==> config.mk <==
export PLATFORM = sky130hd
export DESIGN_NAME = serializer_control_and_mode_select
export DESIGN_NICKNAME = d
export VERILOG_FILES = /design/src/rtl/sercfg_pkg.sv /design/src/rtl/serializer_control_and_mode_select.sv
export SDC_FILE = /design/constraint.sdc
export NUM_CORES = 1
export LEC_CHECK = 0
export ABC_AREA = 1
export BUFFER_PORTS_ARGS = -buffer_cell sky130_fd_sc_hd__buf_2
export CAP_MARGIN = 30
export CORE_ASPECT_RATIO = 1.5
export CORE_UTILIZATION = 58
export DETAILED_ROUTE_END_ITERATION = 6
export PLACE_DENSITY = 0.85
export SLEW_MARGIN = 20
export SYNTH_ARGS = -nofsm -noshare
export SYNTH_HDL_FRONTEND = slang
export SYNTH_SLANG_ARGS = --single-unit
==> constraint.sdc <==
create_clock -name i_clk -period 2.9 [get_ports i_clk]
set_clock_uncertainty 0.15 [all_clocks]
set_input_delay 0.58 -clock i_clk [delete_from_list [all_inputs] [get_ports i_clk]]
set_output_delay 0.58 -clock i_clk [all_outputs]
set_load 0.01 [all_outputs]
==> src/rtl/sercfg_pkg.sv <==
// constants and types for the serializer control block
package sercfg_pkg;
  localparam int IDX_W = 8;
  // register indices, byte address is four times the index
  localparam logic [IDX_W-1:0] IDX_PWR = 8'h01;
  localparam logic [IDX_W-1:0] IDX_CTRL = 8'h03;
  localparam logic [IDX_W-1:0] IDX_MODE = 8'h04;
  localparam logic [IDX_W-1:0] IDX_LINK = 8'h0C;
  localparam logic [IDX_W-1:0] IDX_CFG = 8'h12;
  localparam logic [IDX_W-1:0] IDX_INTCTL = 8'hC6;
  localparam logic [IDX_W-1:0] IDX_ISR = 8'hC7;
  // field positions
  localparam int PWR_APD_EN_BIT = 7;
  localparam int CTRL_FILT_EN_BIT = 0;
  localparam int CTRL_EDGE_BIT = 1;
  localparam int CTRL_SLEEP_EN_BIT = 2;
  localparam int CFG_AUDB_BIT = 0;
  localparam int CFG_BC_BIT = 1;
  localparam int CFG_REP_BIT = 2;
  localparam int CFG_USE_REG_BIT = 7;
  localparam int INT_ARM_HI_BIT = 5;
  localparam int INT_ARM_LO_BIT = 0;
  // reset values
  localparam logic [7:0] PWR_RST = 8'h00;
  localparam logic [7:0] CTRL_RST = 8'h03;
  localparam logic [7:0] MODE_RST = 8'h00;
  localparam logic [7:0] CFG_RST = 8'h00;
  localparam logic [7:0] INTCTL_RST = 8'h00;
  // filter counts in pixel clocks
  localparam int WINDOW_CYC = 130;
  localparam int MIN_PULSE_CYC = 3;
  // strap levels
  localparam logic [3:0] STRAP_BC_LO = 4'h9;
  localparam logic [3:0] STRAP_BC_HI = 4'hA;
  // pixel clock range limits in MHz
  localparam logic [6:0] PCLK_LF_MIN = 7'h05;
  localparam logic [6:0] PCLK_HF_MIN = 7'h0F;
  localparam logic [6:0] PCLK_LF_MAX = 7'h0F;
  localparam logic [6:0] PCLK_HF_MAX = 7'h55;
  localparam logic [6:0] PCLK_BC_MAX = 7'h41;
  typedef enum {ST_OFF, ST_NORMAL, ST_REMOTE_PD, ST_SLEEP} power_state_e;
endpackage

==> src/rtl/serializer_control_and_mode_select.sv <==
// serializer control: control filter, power states, faults, interrupt, strap, ahb registers
//
// Implementation choices: the AHB-Lite slave port and the register addresses.
module serializer_control_and_mode_select #(
  parameter int DATA_W = 24
) (
  // clock and reset
  input wire logic i_clk,
  input wire logic i_rst,
  // ahb-lite slave
  input wire logic i_hsel,
  input wire logic [31:0] i_haddr,
  input wire logic [1:0] i_htrans,
  input wire logic i_hwrite,
  input wire logic [2:0] i_hsize,
  input wire logic [31:0] i_hwdata,
  input wire logic i_hready,
  output logic o_hreadyout,
  output logic o_hresp,
  output logic [31:0] o_hrdata,
  // video inputs
  input wire logic i_active_video_in,
  input wire logic i_line_sync_in,
  input wire logic i_frame_sync_in,
  input wire logic [DATA_W-1:0] i_pixel_data,
  // video toward the serial link
  output logic o_active_video,
  output logic o_line_sync,
  output logic o_frame_sync,
  output logic [DATA_W-1:0] o_pixel_data,
  // power and link status
  input wire logic i_power_down_n_in,
  input wire logic i_remote_powered_down,
  input wire logic i_pclk_lost,
  input wire logic i_cable_fault,
  output logic o_link_enable,
  output logic o_remote_pd,
  output logic o_sleep,
  // interrupt
  input wire logic i_remote_interrupt_in_n,
  output logic o_interrupt_out_n,
  // configuration strap and mode outputs
  input wire logic [3:0] i_mode_sel_level,
  output logic o_low_freq_range_mode,
  output logic o_repeater,
  output logic o_backward_compat,
  output logic o_second_audio,
  output logic [6:0] o_pclk_min_mhz,
  output logic [6:0] o_pclk_max_mhz
);
  import sercfg_pkg::*;

  logic [7:0] pwr_reg;
  logic [7:0] ctrl_reg;
  logic [7:0] mode_reg;
  logic [7:0] cfg_reg;
  logic [7:0] intctl_reg;
  logic link_detect;
  logic int_pending;
  logic wr_pend;
  logic [IDX_W-1:0] wr_idx;
  logic [31:0] next_rdata;
  logic rd_take;
  logic isr_rd;
  power_state_e state;
  power_state_e next_state;

  // ahb address phase
  logic addr_take;
  logic [IDX_W-1:0] a_idx;
  assign addr_take = i_hsel && i_htrans[1] && i_hready;
  assign a_idx = i_haddr[IDX_W+1:2];
  assign rd_take = addr_take && !i_hwrite;
  assign isr_rd = rd_take && (a_idx == IDX_ISR);

  always_ff @(posedge i_clk) begin
    if (i_rst) begin
      wr_pend <= 1'b0;
      wr_idx <= '0;
    end else begin
      wr_pend <= addr_take && i_hwrite;
      wr_idx <= a_idx;
    end
  end

  // data phase writes; no clear on clock loss or sleep
  always_ff @(posedge i_clk) begin
    if (i_rst) begin
      pwr_reg <= PWR_RST;
      ctrl_reg <= CTRL_RST;
      mode_reg <= MODE_RST;
      cfg_reg <= CFG_RST;
      intctl_reg <= INTCTL_RST;
    end else if (wr_pend) begin
      case (wr_idx)
        IDX_PWR: pwr_reg <= i_hwdata[7:0];
        IDX_CTRL: ctrl_reg <= i_hwdata[7:0];
        IDX_MODE: mode_reg <= i_hwdata[7:0];
        IDX_CFG: cfg_reg <= i_hwdata[7:0];
        IDX_INTCTL: intctl_reg <= i_hwdata[7:0];
        default: ;
      endcase
    end
  end

  always_comb begin
    next_rdata = 32'h0000_0000;
    case (a_idx)
      IDX_PWR: next_rdata[7:0] = pwr_reg;
      IDX_CTRL: next_rdata[7:0] = ctrl_reg;
      IDX_MODE: next_rdata[7:0] = mode_reg;
      IDX_CFG: next_rdata[7:0] = cfg_reg;
      IDX_INTCTL: next_rdata[7:0] = intctl_reg;
      IDX_LINK: next_rdata[0] = link_detect;
      IDX_ISR: next_rdata[0] = int_pending;
      default: next_rdata = 32'h0000_0000;
    endcase
  end

  always_ff @(posedge i_clk) begin
    if (i_rst) begin
      o_hrdata <= 32'h0000_0000;
      o_hreadyout <= 1'b0;
      o_hresp <= 1'b0;
    end else begin
      o_hreadyout <= 1'b1;
      o_hresp <= 1'b0;
      if (rd_take) begin
        o_hrdata <= next_rdata;
      end
    end
  end

  // input capture on both edges, one chosen by edge select
  logic [DATA_W+2:0] cap_rise;
  logic [DATA_W+2:0] cap_fall;
  logic [DATA_W+2:0] cap_sel;
  always_ff @(posedge i_clk) begin
    cap_rise <= {i_frame_sync_in, i_line_sync_in, i_active_video_in, i_pixel_data};
  end
  always_ff @(negedge i_clk) begin
    cap_fall <= {i_frame_sync_in, i_line_sync_in, i_active_video_in, i_pixel_data};
  end
  assign cap_sel = ctrl_reg[CTRL_EDGE_BIT] ? cap_rise : cap_fall;

  always_ff @(posedge i_clk) begin
    if (i_rst) begin
      o_pixel_data <= '0;
      o_frame_sync <= 1'b0;
    end else begin
      o_pixel_data <= cap_sel[DATA_W-1:0];
      o_frame_sync <= cap_sel[DATA_W+2];
    end
  end

  // control filter for active video and line sync
  logic [1:0] filt_in;
  logic [1:0] filt_out;
  logic filt_en;
  assign filt_in = cap_sel[DATA_W+1:DATA_W];
  assign filt_en = ctrl_reg[CTRL_FILT_EN_BIT];
  assign o_active_video = filt_out[0];
  assign o_line_sync = filt_out[1];

  genvar g;
  generate
    for (g = 0; g < 2; g++) begin : g_filt
      logic [7:0] age_a;
      logic [7:0] age_b;
      logic [1:0] stab;
      logic need_ok;
      logic accept;
      // pulse must persist before it is forwarded
      assign need_ok = filt_en ? (stab >= 2'(MIN_PULSE_CYC - 1)) : 1'b1;
      assign accept = (filt_in[g] != filt_out[g]) && need_ok
                      && (age_b >= 8'(WINDOW_CYC));
      always_ff @(posedge i_clk) begin
        if (i_rst) begin
          stab <= 2'h0;
        end else if (filt_in[g] == filt_out[g] || accept) begin
          stab <= 2'h0;
        end else if (stab != 2'h3) begin
          stab <= stab + 2'h1;
        end
      end
      always_ff @(posedge i_clk) begin
        if (i_rst) begin
          age_a <= 8'(WINDOW_CYC);
          age_b <= 8'(WINDOW_CYC);
        end else if (accept) begin
          age_b <= (age_a >= 8'(WINDOW_CYC)) ? 8'(WINDOW_CYC) : age_a + 8'h01;
          age_a <= 8'h01;
        end else begin
          if (age_a < 8'(WINDOW_CYC)) begin
            age_a <= age_a + 8'h01;
          end
          if (age_b < 8'(WINDOW_CYC)) begin
            age_b <= age_b + 8'h01;
          end
        end
      end
      always_ff @(posedge i_clk) begin
        if (i_rst) begin
          filt_out[g] <= 1'b0;
        end else if (accept) begin
          filt_out[g] <= filt_in[g];
        end
      end
      chk_rate_window: assert property (@(posedge i_clk) disable iff (i_rst)
        $changed(filt_out[g]) |-> $past(age_b) >= 8'(WINDOW_CYC))
        else $error("control edge forwarded inside rate window");
      chk_min_pulse: assert property (@(posedge i_clk) disable iff (i_rst)
        filt_en && $past(filt_en) && $changed(filt_out[g])
        |-> $past(filt_in[g], 1) == filt_out[g] && $past(filt_in[g], 2) == filt_out[g]
            && $past(filt_in[g], 3) == filt_out[g])
        else $error("short control pulse forwarded");
    end
  endgenerate

  // power state machine
  logic apd_en;
  logic sleep_en;
  assign apd_en = pwr_reg[PWR_APD_EN_BIT];
  assign sleep_en = ctrl_reg[CTRL_SLEEP_EN_BIT];

  always_comb begin
    next_state = state;
    case (state)
      ST_OFF: next_state = ST_NORMAL;
      ST_NORMAL: begin
        if (sleep_en && i_pclk_lost) begin
          next_state = ST_SLEEP;
        end else if (apd_en && i_remote_powered_down) begin
          next_state = ST_REMOTE_PD;
        end
      end
      ST_REMOTE_PD: begin
        if (!apd_en || !i_remote_powered_down) begin
          next_state = ST_NORMAL;
        end
      end
      ST_SLEEP: begin
        if (!i_pclk_lost) begin
          next_state = ST_NORMAL;
        end
      end
      default: next_state = ST_OFF;
    endcase
    if (!i_power_down_n_in) begin
      next_state = ST_OFF;
    end
  end

  always_ff @(posedge i_clk) begin
    if (i_rst) begin
      state <= ST_OFF;
      o_link_enable <= 1'b0;
      o_remote_pd <= 1'b0;
      o_sleep <= 1'b0;
    end else begin
      state <= next_state;
      o_link_enable <= (next_state == ST_NORMAL);
      o_remote_pd <= (next_state == ST_REMOTE_PD);
      o_sleep <= (next_state == ST_SLEEP);
    end
  end

  chk_pdn_link: assert property (@(posedge i_clk) disable iff (i_rst)
    !i_power_down_n_in |=> !o_link_enable && state == ST_OFF)
    else $error("link enabled while power-down held");
  chk_remote_enter: assert property (@(posedge i_clk) disable iff (i_rst)
    state == ST_NORMAL && i_power_down_n_in && apd_en && i_remote_powered_down
    && !(sleep_en && i_pclk_lost) |=> o_remote_pd)
    else $error("remote power-down not entered");
  chk_remote_wake: assert property (@(posedge i_clk) disable iff (i_rst)
    state == ST_REMOTE_PD && i_power_down_n_in && !i_remote_powered_down
    |=> o_link_enable)
    else $error("no return from remote power-down");
  chk_apd_gate: assert property (@(posedge i_clk) disable iff (i_rst)
    !apd_en ##1 !apd_en |-> state != ST_REMOTE_PD)
    else $error("remote power-down while disabled");
  chk_sleep_enter: assert property (@(posedge i_clk) disable iff (i_rst)
    state == ST_NORMAL && i_power_down_n_in && sleep_en && i_pclk_lost
    |=> o_sleep ##1 (o_sleep || !$past(i_power_down_n_in) || !$past(i_pclk_lost)))
    else $error("sleep not entered on clock loss");
  chk_sleep_exit: assert property (@(posedge i_clk) disable iff (i_rst)
    state == ST_SLEEP && i_power_down_n_in && !i_pclk_lost |=> o_link_enable)
    else $error("sleep not left after clock return");
  chk_regs_kept: assert property (@(posedge i_clk) disable iff (i_rst)
    (state == ST_SLEEP || i_pclk_lost) && !wr_pend
    |=> $stable(pwr_reg) && $stable(ctrl_reg) && $stable(cfg_reg) && $stable(mode_reg))
    else $error("register changed during clock loss");

  // link detect status
  always_ff @(posedge i_clk) begin
    if (i_rst) begin
      link_detect <= 1'b0;
    end else begin
      link_detect <= !i_cable_fault;
    end
  end
  chk_link_fault: assert property (@(posedge i_clk) disable iff (i_rst)
    i_cable_fault |=> !link_detect)
    else $error("link detect set during cable fault");

  // interrupt forwarding
  logic remote_int_q;
  logic int_fall;
  logic int_armed;
  assign int_armed = intctl_reg[INT_ARM_HI_BIT] && intctl_reg[INT_ARM_LO_BIT];
  assign int_fall = remote_int_q && !i_remote_interrupt_in_n;
  always_ff @(posedge i_clk) begin
    if (i_rst) begin
      remote_int_q <= 1'b1;
      int_pending <= 1'b0;
      o_interrupt_out_n <= 1'b1;
    end else begin
      remote_int_q <= i_remote_interrupt_in_n;
      // a new edge wins over a clearing read
      if (int_armed && int_fall) begin
        int_pending <= 1'b1;
        o_interrupt_out_n <= 1'b0;
      end else if (isr_rd) begin
        int_pending <= 1'b0;
        o_interrupt_out_n <= 1'b1;
      end
    end
  end
  chk_int_assert: assert property (@(posedge i_clk) disable iff (i_rst)
    int_armed && int_fall |=> !o_interrupt_out_n)
    else $error("interrupt output not asserted");
  chk_int_clear: assert property (@(posedge i_clk) disable iff (i_rst)
    isr_rd && !(int_armed && int_fall) |=> o_interrupt_out_n ##1 (o_interrupt_out_n
    || $past(int_armed && int_fall)))
    else $error("status read did not release interrupt");

  // strap capture at power-down release
  logic pdn_q;
  logic strap_lf;
  logic strap_rep;
  logic strap_bc;
  logic strap_aud;
  logic [3:0] strap_v;
  assign strap_v = i_mode_sel_level - 4'h1;
  always_ff @(posedge i_clk) begin
    if (i_rst) begin
      pdn_q <= 1'b0;
      strap_lf <= 1'b0;
      strap_rep <= 1'b0;
      strap_bc <= 1'b0;
      strap_aud <= 1'b0;
    end else begin
      pdn_q <= i_power_down_n_in;
      if (i_power_down_n_in && !pdn_q) begin
        strap_lf <= 1'b0;
        strap_rep <= 1'b0;
        strap_bc <= 1'b0;
        strap_aud <= 1'b0;
        if (i_mode_sel_level >= 4'h1 && i_mode_sel_level <= 4'h8) begin
          strap_lf <= strap_v[2];
          strap_rep <= strap_v[1];
          strap_aud <= strap_v[0];
        end else if (i_mode_sel_level == STRAP_BC_LO) begin
          strap_bc <= 1'b1;
        end else if (i_mode_sel_level == STRAP_BC_HI) begin
          strap_bc <= 1'b1;
          strap_lf <= 1'b1;
        end
      end
    end
  end

  // configuration source and clock range
  logic use_reg;
  logic cfg_lf;
  logic cfg_bc;
  assign use_reg = cfg_reg[CFG_USE_REG_BIT];
  assign cfg_lf = use_reg ? (mode_reg[1:0] != 2'h0) : strap_lf;
  assign cfg_bc = use_reg ? cfg_reg[CFG_BC_BIT] : strap_bc;
  always_ff @(posedge i_clk) begin
    if (i_rst) begin
      o_low_freq_range_mode <= 1'b0;
      o_repeater <= 1'b0;
      o_backward_compat <= 1'b0;
      o_second_audio <= 1'b0;
      o_pclk_min_mhz <= PCLK_HF_MIN;
      o_pclk_max_mhz <= PCLK_HF_MAX;
    end else begin
      o_low_freq_range_mode <= cfg_lf;
      o_repeater <= use_reg ? cfg_reg[CFG_REP_BIT] : strap_rep;
      o_backward_compat <= cfg_bc;
      o_second_audio <= use_reg ? cfg_reg[CFG_AUDB_BIT] : strap_aud;
      o_pclk_min_mhz <= cfg_lf ? PCLK_LF_MIN : PCLK_HF_MIN;
      o_pclk_max_mhz <= cfg_lf ? PCLK_LF_MAX : (cfg_bc ? PCLK_BC_MAX : PCLK_HF_MAX);
    end
  end
  chk_bc_range: assert property (@(posedge i_clk) disable iff (i_rst)
    cfg_bc && !cfg_lf |=> o_pclk_max_mhz == PCLK_BC_MAX && o_pclk_min_mhz == PCLK_HF_MIN)
    else $error("backward mode range wrong");
  chk_strap_bc: assert property (@(posedge i_clk) disable iff (i_rst)
    i_power_down_n_in && !pdn_q && i_mode_sel_level == STRAP_BC_HI
    |=> strap_bc && strap_lf && !strap_rep && !strap_aud)
    else $error("strap level ten decoded wrongly");
endmodule

==> results of run 1 <==
==> metrics by stage <==
| step | setup TNS (ns) | area, sq um | util | setup WS [ns] | hold WS [ns] |
|---|---|---|---|---|---|
| floorplan | 0 | 8830 | - | 0.0522 | 0.280 |
| global placement | -1.44 | 9330 | 0.642 | -0.116 | 0.283 |
| detailed placement | -1.89 | 9330 | 0.642 | -0.143 | 0.289 |
| CTS | -3.92 | 10200 | 0.705 | -0.176 | 0.0391 |
| global route | -8.74 | 10300 | 0.709 | -0.340 | 0.0405 |
| finish | -5.52 | 10300 | 0.709 | -0.238 | 0.0506 |
==> final cells by class <==
cell class | instances | area, sq um
sequential | 226 | 4530
fill | 1104 | 4220
multi-input combinational | 706 | 3580
timing repair buffer | 133 | 759
clock buffer | 28 | 613
inverter | 106 | 412
tap | 196 | 245
clock inverter | 34 | 169
==> power groups by stage <==
stage	combinational, uW	clock, uW	sequential, uW
CTS	796	2880	3380
detailed placement	747	59.0	3450
floorplan	568	59.0	3430
global placement	725	59.0	3440
finish	827	2840	3380
global route	940	3040	3400
==> worst reg2reg max path: stages, from the launching register on <==
cell     delay [ns]
dfxtp_2        0.32
o21ai_4        0.21
xor2_2         0.23
nand2_4        0.11
a21oi_4        0.24
nand3_2        0.10
nand2_1        0.07
nand3_1        0.06
==> worst max-delay path by stage <==
| stage | startpoint | end | slack, ns | cells after the start |
|---|---|---|---|---|
| floorplan | cap_fall[24] | g_filt[0].stab[0] | 0.05 | 9 |
| global placement | cap_fall[24] | g_filt[0].age_b[1] | -0.12 | 7 |
| detailed placement | cap_fall[24] | g_filt[0].age_b[1] | -0.14 | 7 |
| CTS | cap_fall[24] | g_filt[0].age_b[1] | -0.18 | 7 |
| global route | cap_fall[25] | g_filt[1].age_b[1] | -0.34 | 10 |
| finish | cap_fall[24] | g_filt[0].age_b[1] | -0.24 | 7 |
==> synth_stat cells, types with 3 or more instances <==
library cell  count  area, sq um
nand4_1          12         75.1
nor2_1          163          612
clkbuf_1         17         63.8
nand2_1         148          556
o21ai_2           4         35.0
a31oi_1           8         50.1
buf_4            36          270
a21oi_2           4         35.0
buf_6             4         45.0
nor3_1           16         80.1
inv_1           100          375
dfxtp_1         226         4520
ha_1             16          200
o22ai_1           5         31.3
nor4_4            3         63.8
a21oi_1          62          310
o21ai_1           5         25.0
xor2_1           18          158
nand2_2           6         37.5
nand3_1          45          225
nand2_4           4         45.0
nor2_2            3         18.8
o21ai_0          98          490
inv_2             5         18.8
buf_2             5         25.0
==> cells by family after synthesis <==
family	count (synthesis)
xor gates and xnor gates	22
adders and majority gates	16
DFF	226
other	2
and+or+nand+nor	410
buffers and inverters	170
AOI/OAI and AO/OA	195
==> what timing repair did <==
| action | 4_1_cts | 5_1_grt |
|---|---|---|
| buffers inserted | 5 | 4 |
| endpoints found under the setup margin | 36 | 38 |
| pin swaps | 10 | 5 |
| resized for setup | 18 | 11 |
| cloned | 1 | 0 |
| hold buffers | 0 | 0 |
==> per-layer routing <==
metal,global-route usage,up-vias,share of wire
met5,0,-,0
met4,0.132,0,0.050
met3,0.0378,72,0.042
met2,0.457,211,0.53
met1,0.255,3280,0.38
li1,-,3612,-
==> flow_summary.toml, run 1 <==
[drt]
drt_pass1_iterations = 5
wl_um = 18700
vias_per_cell = 5.02
routedWlPerCell_um = 13.1
routed-via-count = 7175
drc = 0
drt_iter0_markers = 343
ant_nets = 0

[layout]
nets = 1346
diodes = 0
final_common_cell = "dfxtp_1"
regMostFlops = "state"
top_regs = "state: 32 flops, cap_fall: 27 flops, cap_rise: 27 flops"
most-common-layout-cells = "dfxtp_1, nor2_1, nand2_1"
drive_above_1_share = 0.183
largest_reg_flops = 32
fin_cells = 1429
areaGrowthSynthToFinish_pct = 19.7

[critical_path]
end_kind = "flip-flop"
critPathArrivalTime_ns = 3.35
worstPathMaxFanout = 7
crit_family = "compound AO/OA/AOI/OAI gates"
crit_slowest_cell = "dfxtp_2"
worstSetupStartpointType = "flip-flop"
rr_endpoint = "g_filt[0].age_b[1]"
reg2reg_depth = 7
path_cells = "o21ai_4, xor2_2, nand2_4, a21oi_4, nand3_2, nand2_1, nand3_1"
required_ns = 3.11
reg2reg_from = "cap_fall[24]"
crit_buf_inv = 0
max_stage_delay_ns = 0.32
r2r_slack_ns = -0.24
critical_path_class = "flip-flop to flip-flop"

[global_route]
track_usage = 0.243
antenna_found_initial = 0
overflow = 0
grt_pass1_vias = 6850
grt_first_pass_wirelength_um = 29800
grt_max_degree = 50

[clock_tree]
cts_buffer_depth = 3
cts_sinks = 226
cts_root_buf = "clkbuf_16"
clock_latency_ns = 0.56
numCtsBuffers = 20
htreeDepth = 1
clk_pin_slew_ns = 0.07
cts_tree = "built"

[logic_synthesis]
synth_edf_count = 0
yosys.area_share.simple = 0.208
syn_area_sq_um = 8610
synth_compound_area_frac = 0.123
synth_top_family_by_area = "simple AND/OR/NAND/NOR gates"
ys_warn_count = 0
synth-xor-area-share = 0.0241
synthArstFlopShare = 0
muxShareOfSynthArea = 0
synthAdderAreaFrac = 0.0233
ys.flop_type = "dfxtp_1"
ys_seq_area_frac = 0.526
ys_ff_latch = 226
synth_cells = 1041
syn_avg_cell_area_sq_um = 8.27
synthDistinctLibCells = 44

[pwr]
peakVddDrop_uv = 879
p_sw_uw = 1840
seqPwrFrac = 0.480
clkPwrFrac = 0.403
p_comb_frac = 0.117
power_uw = 7040
leakagePower_uw = 0.00484
p_int_uw = 5200
power_density_nw_per_um2 = 684
swShare = 0.261

[sta]
max-slew-margin-rel = 0.390
rsz0062_at_grt = "yes"
maxSlewViolCount = 0
setup_ws_ns = -0.238
hold_viol_final = 0
setup_violations = 38
worstMarginPinSlew_ns = 0.908

[worst_hold_path]
hp-start = "i_pixel_data[15]"
hold_path.class = "primary input to flip-flop"
holdPathStages = 1
min_to = "cap_rise[15]"

[place]
place_congestion = 0.863
dp_cells = 1358
io_buffers = 108
dp_hpwl_um = 12200

[die]
die_area_sq_um = 15300
fp.dieW_um = 101
io_pins = 193
core_region_area_sq_um = 14500
num_rows = 54
initial_core_util = 0.593
die_h_um = 151

[run_status]
status = "complete, but fails checks"
violations = "setup timing"

[job]
drv_cap = 0
Note: power is estimated with default switching activity, not from simulation.
==> inputs of run 2 (changes only) <==
- CORE_UTILIZATION: 58 -> 54
- PLACE_DENSITY: 0.85 -> 0.8
- clock period: 2.9 -> 3.44 ns (I/O delays scaled with it)
==> run 2 against run 1 <==
  * Utilization down 5.5 points
  * Hold slack better by 0.11 ns
  * Critical path type unchanged
  * Sequential power down 16%
  * Largest cell class unchanged
  * Sequential share of layout area up 0.36 points
  * First-iteration DRC count up 8.5%
  * Total power down 16%
  * Global-route usage down 2.4 points
  * Critical endpoint unchanged
  * Non-clock buffer count down 10
  * The flow now finishes without violations
  * Wire length down 1.8%
  * Cell area down 0.80%
==> flow_summary.toml, run 2 (same netlist as run 1, synthesis figures left out) <==
[run_status]
status = "finished clean"

[global_route]
grt_pass1_vias = 6438
track_usage = 0.219
grt_max_degree = 52
overflow = 0
antenna_found_initial = 0
grt_first_pass_wirelength_um = 29300

[drt]
drt_iter0_markers = 372
routed-via-count = 7066
drt_pass1_iterations = 5
routedWlPerCell_um = 12.8
wl_um = 18300
drc = 0
vias_per_cell = 4.94
ant_nets = 0

[pwr]
p_int_uw = 4330
peakVddDrop_uv = 486
leakagePower_uw = 0.00479
power_uw = 5900
clkPwrFrac = 0.403
p_sw_uw = 1570
power_density_nw_per_um2 = 577
swShare = 0.266
p_comb_frac = 0.114
seqPwrFrac = 0.484

[die]
io_pins = 193
num_rows = 56
core_region_area_sq_um = 15600
die_h_um = 157
die_area_sq_um = 16500
fp.dieW_um = 105
initial_core_util = 0.551

[worst_hold_path]
hp-start = "i_pixel_data[14]"
min_to = "cap_rise[14]"
holdPathStages = 1
hold_path.class = "primary input to flip-flop"

[job]
drv_cap = 0

[critical_path]
worstSetupStartpointType = "flip-flop"
required_ns = 3.66
critPathArrivalTime_ns = 3.63
rr_endpoint = "g_filt[0].age_b[1]"
critical_path_class = "flip-flop to flip-flop"
reg2reg_depth = 7
r2r_slack_ns = 0.02
crit_slowest_cell = "dfxtp_2"
crit_buf_inv = 0
crit_family = "compound AO/OA/AOI/OAI gates"
path_cells = "o21ai_4, xor2_2, nand2_4, a21oi_4, nand3_2, nand2_1, nand3_1"
max_stage_delay_ns = 0.33
reg2reg_from = "cap_fall[24]"
end_kind = "flip-flop"
worstPathMaxFanout = 6

[clock_tree]
clk_pin_slew_ns = 0.07
cts_sinks = 226
cts_root_buf = "clkbuf_16"
cts_tree = "built"
cts_buffer_depth = 3
numCtsBuffers = 21
htreeDepth = 1
clock_latency_ns = 0.56

[sta]
maxSlewViolCount = 0
setup_violations = 0
fin_setup_tns_ns = 0
hold_viol_final = 0
worstMarginPinSlew_ns = 0.845
setup_ws_ns = 0.0217
max-slew-margin-rel = 0.433
rsz0062_at_grt = "yes"

[layout]
final_common_cell = "dfxtp_1"
largest_reg_flops = 32
diodes = 0
regMostFlops = "state"
most-common-layout-cells = "dfxtp_1, nor2_1, nand2_1"
areaGrowthSynthToFinish_pct = 18.7
nets = 1338
top_regs = "state: 32 flops, cap_fall: 27 flops, cap_rise: 27 flops"
drive_above_1_share = 0.168
fin_util = 0.654
nFillCells = 1318
multi_input_area_sq_um = 3580
register_area_sq_um = 4530

[place]
io_buffers = 108
place_congestion = 0.866
dp_slack_ns = 0.0871
dp_hpwl_um = 12500
==> run 2: changes by cell type in the layout (fill, tap and decap cells not counted), sizes merged <==
cell      previous run  this run
clkinv               4         3
inv                133       137
buf                133       123
clkinvlp             2         1
nand2              159       160
==> run 2: worst reg2reg max path: stages (launching register included) <==
cell and delay [ns]:
dfxtp_2 0.33, o21ai_4 0.18, xor2_2 0.28, nand2_4 0.13
a21oi_4 0.22, nand3_2 0.10, nand2_1 0.06, nand3_1 0.06
==> run 2: worst max-delay path by stage <==
stage | start | to | slack, ns | cells past startpoint
floorplan | cap_fall[24] | g_filt[0].stab[0] | 0.32 | 9
global placement | cap_fall[25] | g_filt[1].age_b[2] | 0.10 | 10
detailed placement | cap_fall[24] | g_filt[0].stab[0] | 0.09 | 9
CTS | cap_fall[24] | g_filt[0].age_b[3] | 0.002 | 9
global route | cap_fall[24] | g_filt[0].age_b[4] | -0.05 | 8
finish | cap_fall[24] | g_filt[0].age_b[1] | 0.02 | 7
==> run 2: final cells by class <==
| cell class | count | area share |
|---|---|---|
| Clock buffer | 28 | 0.0569 |
| Clock inverter | 36 | 0.0182 |
| Inverter | 106 | 0.0399 |
| Multi-Input combinational cell | 707 | 0.350 |
| Sequential cell | 226 | 0.443 |
| Tap cell | 203 | 0.0249 |
| Timing Repair Buffer | 123 | 0.0667 |
==> run 2: per-layer routing <==
| layer | wire (um) | global-route usage | vias up |
|---|---|---|---|
| li1 | - | - | 3598 |
| met1 | 7170 | 0.240 | 3201 |
| met2 | 9590 | 0.407 | 214 |
| met3 | 862 | 0.0317 | 53 |
| met4 | 706 | 0.113 | 0 |
| met5 | 0 | 0 | - |
==> run 2: power groups by stage <==
stage                     logic [uW]  registers (uW)  clock network (uW)
final                            671            2850                2370
after global routing             753            2870                2560
after CTS                        632            2850                2410
after detailed placement         626            2910                49.8
after global placement           606            2900                49.8
after floorplan                  479            2900                49.8
==> run 2: per-stage QoR <==
step / std cells / instance area (sq um) / hold WS [ns]
finish: 1429 / 10200 / 0.157
global route: 1429 / 10200 / 0.141
CTS: 1418 / 10000 / 0.146
detailed placement: 1355 / 9280 / 0.289
global placement: 1355 / 9280 / 0.284
floorplan: 1101 / 8830 / 0.280
==> run 2: repair_timing <==
| action | 4_1_cts | 5_1_grt |
|---|---|---|
| resized for setup | 0 | 15 |
| hold buffers | 0 | 0 |
| buffers inserted | 0 | 9 |
| endpoints found under the setup margin | 0 | 14 |
==> inputs of run 3 (changes only) <==
- CAP_MARGIN: 30 -> 20
- PLACE_DENSITY: 0.8 -> 0.84
==> run 3 against run 2 <==
  * Final cell count down 0.28%
  * Global-route usage down 0.45 points
  * Hold slack worse by 0.010 ns
  * Sequential share of layout area up 0.36 points
  * Combinational power down 4.9%
  * Total power up 0.60%
  * Non-clock buffer count down 3
  * Register-to-register slack better by 0.07 ns
  * Die area unchanged
  * First-iteration DRC count down 5.4%
  * Critical endpoint unchanged
==> flow_summary.toml, run 3 (same netlist as run 1, synthesis figures left out) <==
[critical_path]
required_ns = 3.66
cp-startpoint = "cap_fall[24]"
worstSetupStartpointType = "flip-flop"
reg2reg_from = "cap_fall[24]"
end_kind = "flip-flop"
critPathArrivalTime_ns = 3.58
worstPathMaxFanout = 8
critical_path_class = "flip-flop to flip-flop"

[sta]
setup_violations = 0
hold_viol_final = 0
maxSlewViolCount = 0
worstMarginPinSlew_ns = 0.877
rsz0062_at_grt = "yes"
max-slew-margin-rel = 0.411
timing.hold.ws_ns = 0.147
fin_setup_tns_ns = 0

[pwr]
swShare = 0.261
leakagePower_uw = 0.00477
clkPwrFrac = 0.412
p_comb_frac = 0.107
peakVddDrop_uv = 643
p_sw_uw = 1550
p_int_uw = 4390
seqPwrFrac = 0.480
power_density_nw_per_um2 = 586

[global_route]
grt_max_degree = 51
antenna_found_initial = 0
track_usage = 0.214
grt_pass1_vias = 6516
grt_first_pass_wirelength_um = 28900
overflow = 0

[layout]
final_common_cell = "dfxtp_1"
most-common-layout-cells = "dfxtp_1, nor2_1, nand2_1"
drive_above_1_share = 0.162
diodes = 0
top_regs = "state: 32 flops, cap_fall: 27 flops, cap_rise: 27 flops"
multi_input_area_sq_um = 3510
fin_util = 0.648
register_area_sq_um = 4520
nFillCells = 1308
largest_reg_flops = 32
areaGrowthSynthToFinish_pct = 17.7
final_cell_area_sq_um = 10100
regMostFlops = "state"
nets = 1333

[drt]
ant_nets = 0
wl_um = 18000
drt_pass1_iterations = 5
routed-via-count = 7051
routedWlPerCell_um = 12.6
drc = 0
drt_iter0_markers = 352
vias_per_cell = 4.95

[clock_tree]
cts_buffer_depth = 3
cts_root_buf = "clkbuf_16"
cts_hold_buffers = 0
clk_pin_slew_ns = 0.06
htreeDepth = 1
cts_sinks = 226
cts_tree = "built"
numCtsBuffers = 21
clock_latency_ns = 0.57

[job]
drv_cap = 0

[die]
die_area_sq_um = 16500
io_pins = 193
initial_core_util = 0.551
die_h_um = 157
num_rows = 56
fp.dieW_um = 105
core_region_area_sq_um = 15600

[worst_hold_path]
hp-start = "i_pixel_data[8]"
hold_path.class = "primary input to flip-flop"

[run_status]
status = "finished clean"

[place]
placed_area_sq_um = 9270
place_congestion = 0.898
io_buffers = 108
dp_hpwl_um = 12300
run 3: critical path, cell delays in order (launching register included):
cell and delay (ns):
dfxtp_1 0.31, o21ai_4 0.18, xor2_2 0.22, nand2_4 0.13, a21oi_4 0.22, nand3_1 0.11
nand2_1 0.07, nand3_1 0.06
run 3: metrics by stage:
stage                     cells  power [uW]  setup slack, ns
after floorplan            1101        3420            0.322
after CTS                  1419        5960           0.0392
final                      1425        5930           0.0887
after global routing       1425        6220          -0.0175
after global placement     1355        3550            0.132
after detailed placement   1355        3570            0.116
run 3: repair_timing:
item | in CTS | in global routing
setup buffers | 0 | 6
setup endpoints to repair | 0 | 6
resized for setup | 0 | 2
run 3: power by group through the flow:
stage	logic (uW)	clock network, uW	registers (uW)
floorplan	479	49.8	2900
global placement	600	49.8	2900
detailed placement	614	49.8	2900
CTS	626	2490	2850
global route	727	2630	2860
finish	638	2450	2850
run 3: cell type report:
type                            count  area share
Tap cell                          203      0.0251
Multi-Input combinational cell    705       0.347
Sequential cell                   226       0.447
Timing Repair Buffer              120      0.0622
Clock buffer                       29      0.0610
Clock inverter                     36      0.0188
Inverter                          106      0.0396
run 3: final timing paths:
check | to | slack, ns | depth (start not counted)
setup reg to reg | g_filt[0].age_b[1] | 0.09 | 7
hold reg to reg | o_pixel_data[5] | 0.30 | 2
hold / removal | cap_rise[8] | 0.15 | 1
setup / recovery | g_filt[0].age_b[1] | 0.09 | 7
run 3: metal layers:
metal	vias to the layer above	part of all wire	GRT usage
met4	0	0.032	0.0946
met1	3249	0.40	0.228
met5	-	0	0
li1	3582	-	-
met3	41	0.040	0.0312
met2	179	0.53	0.415
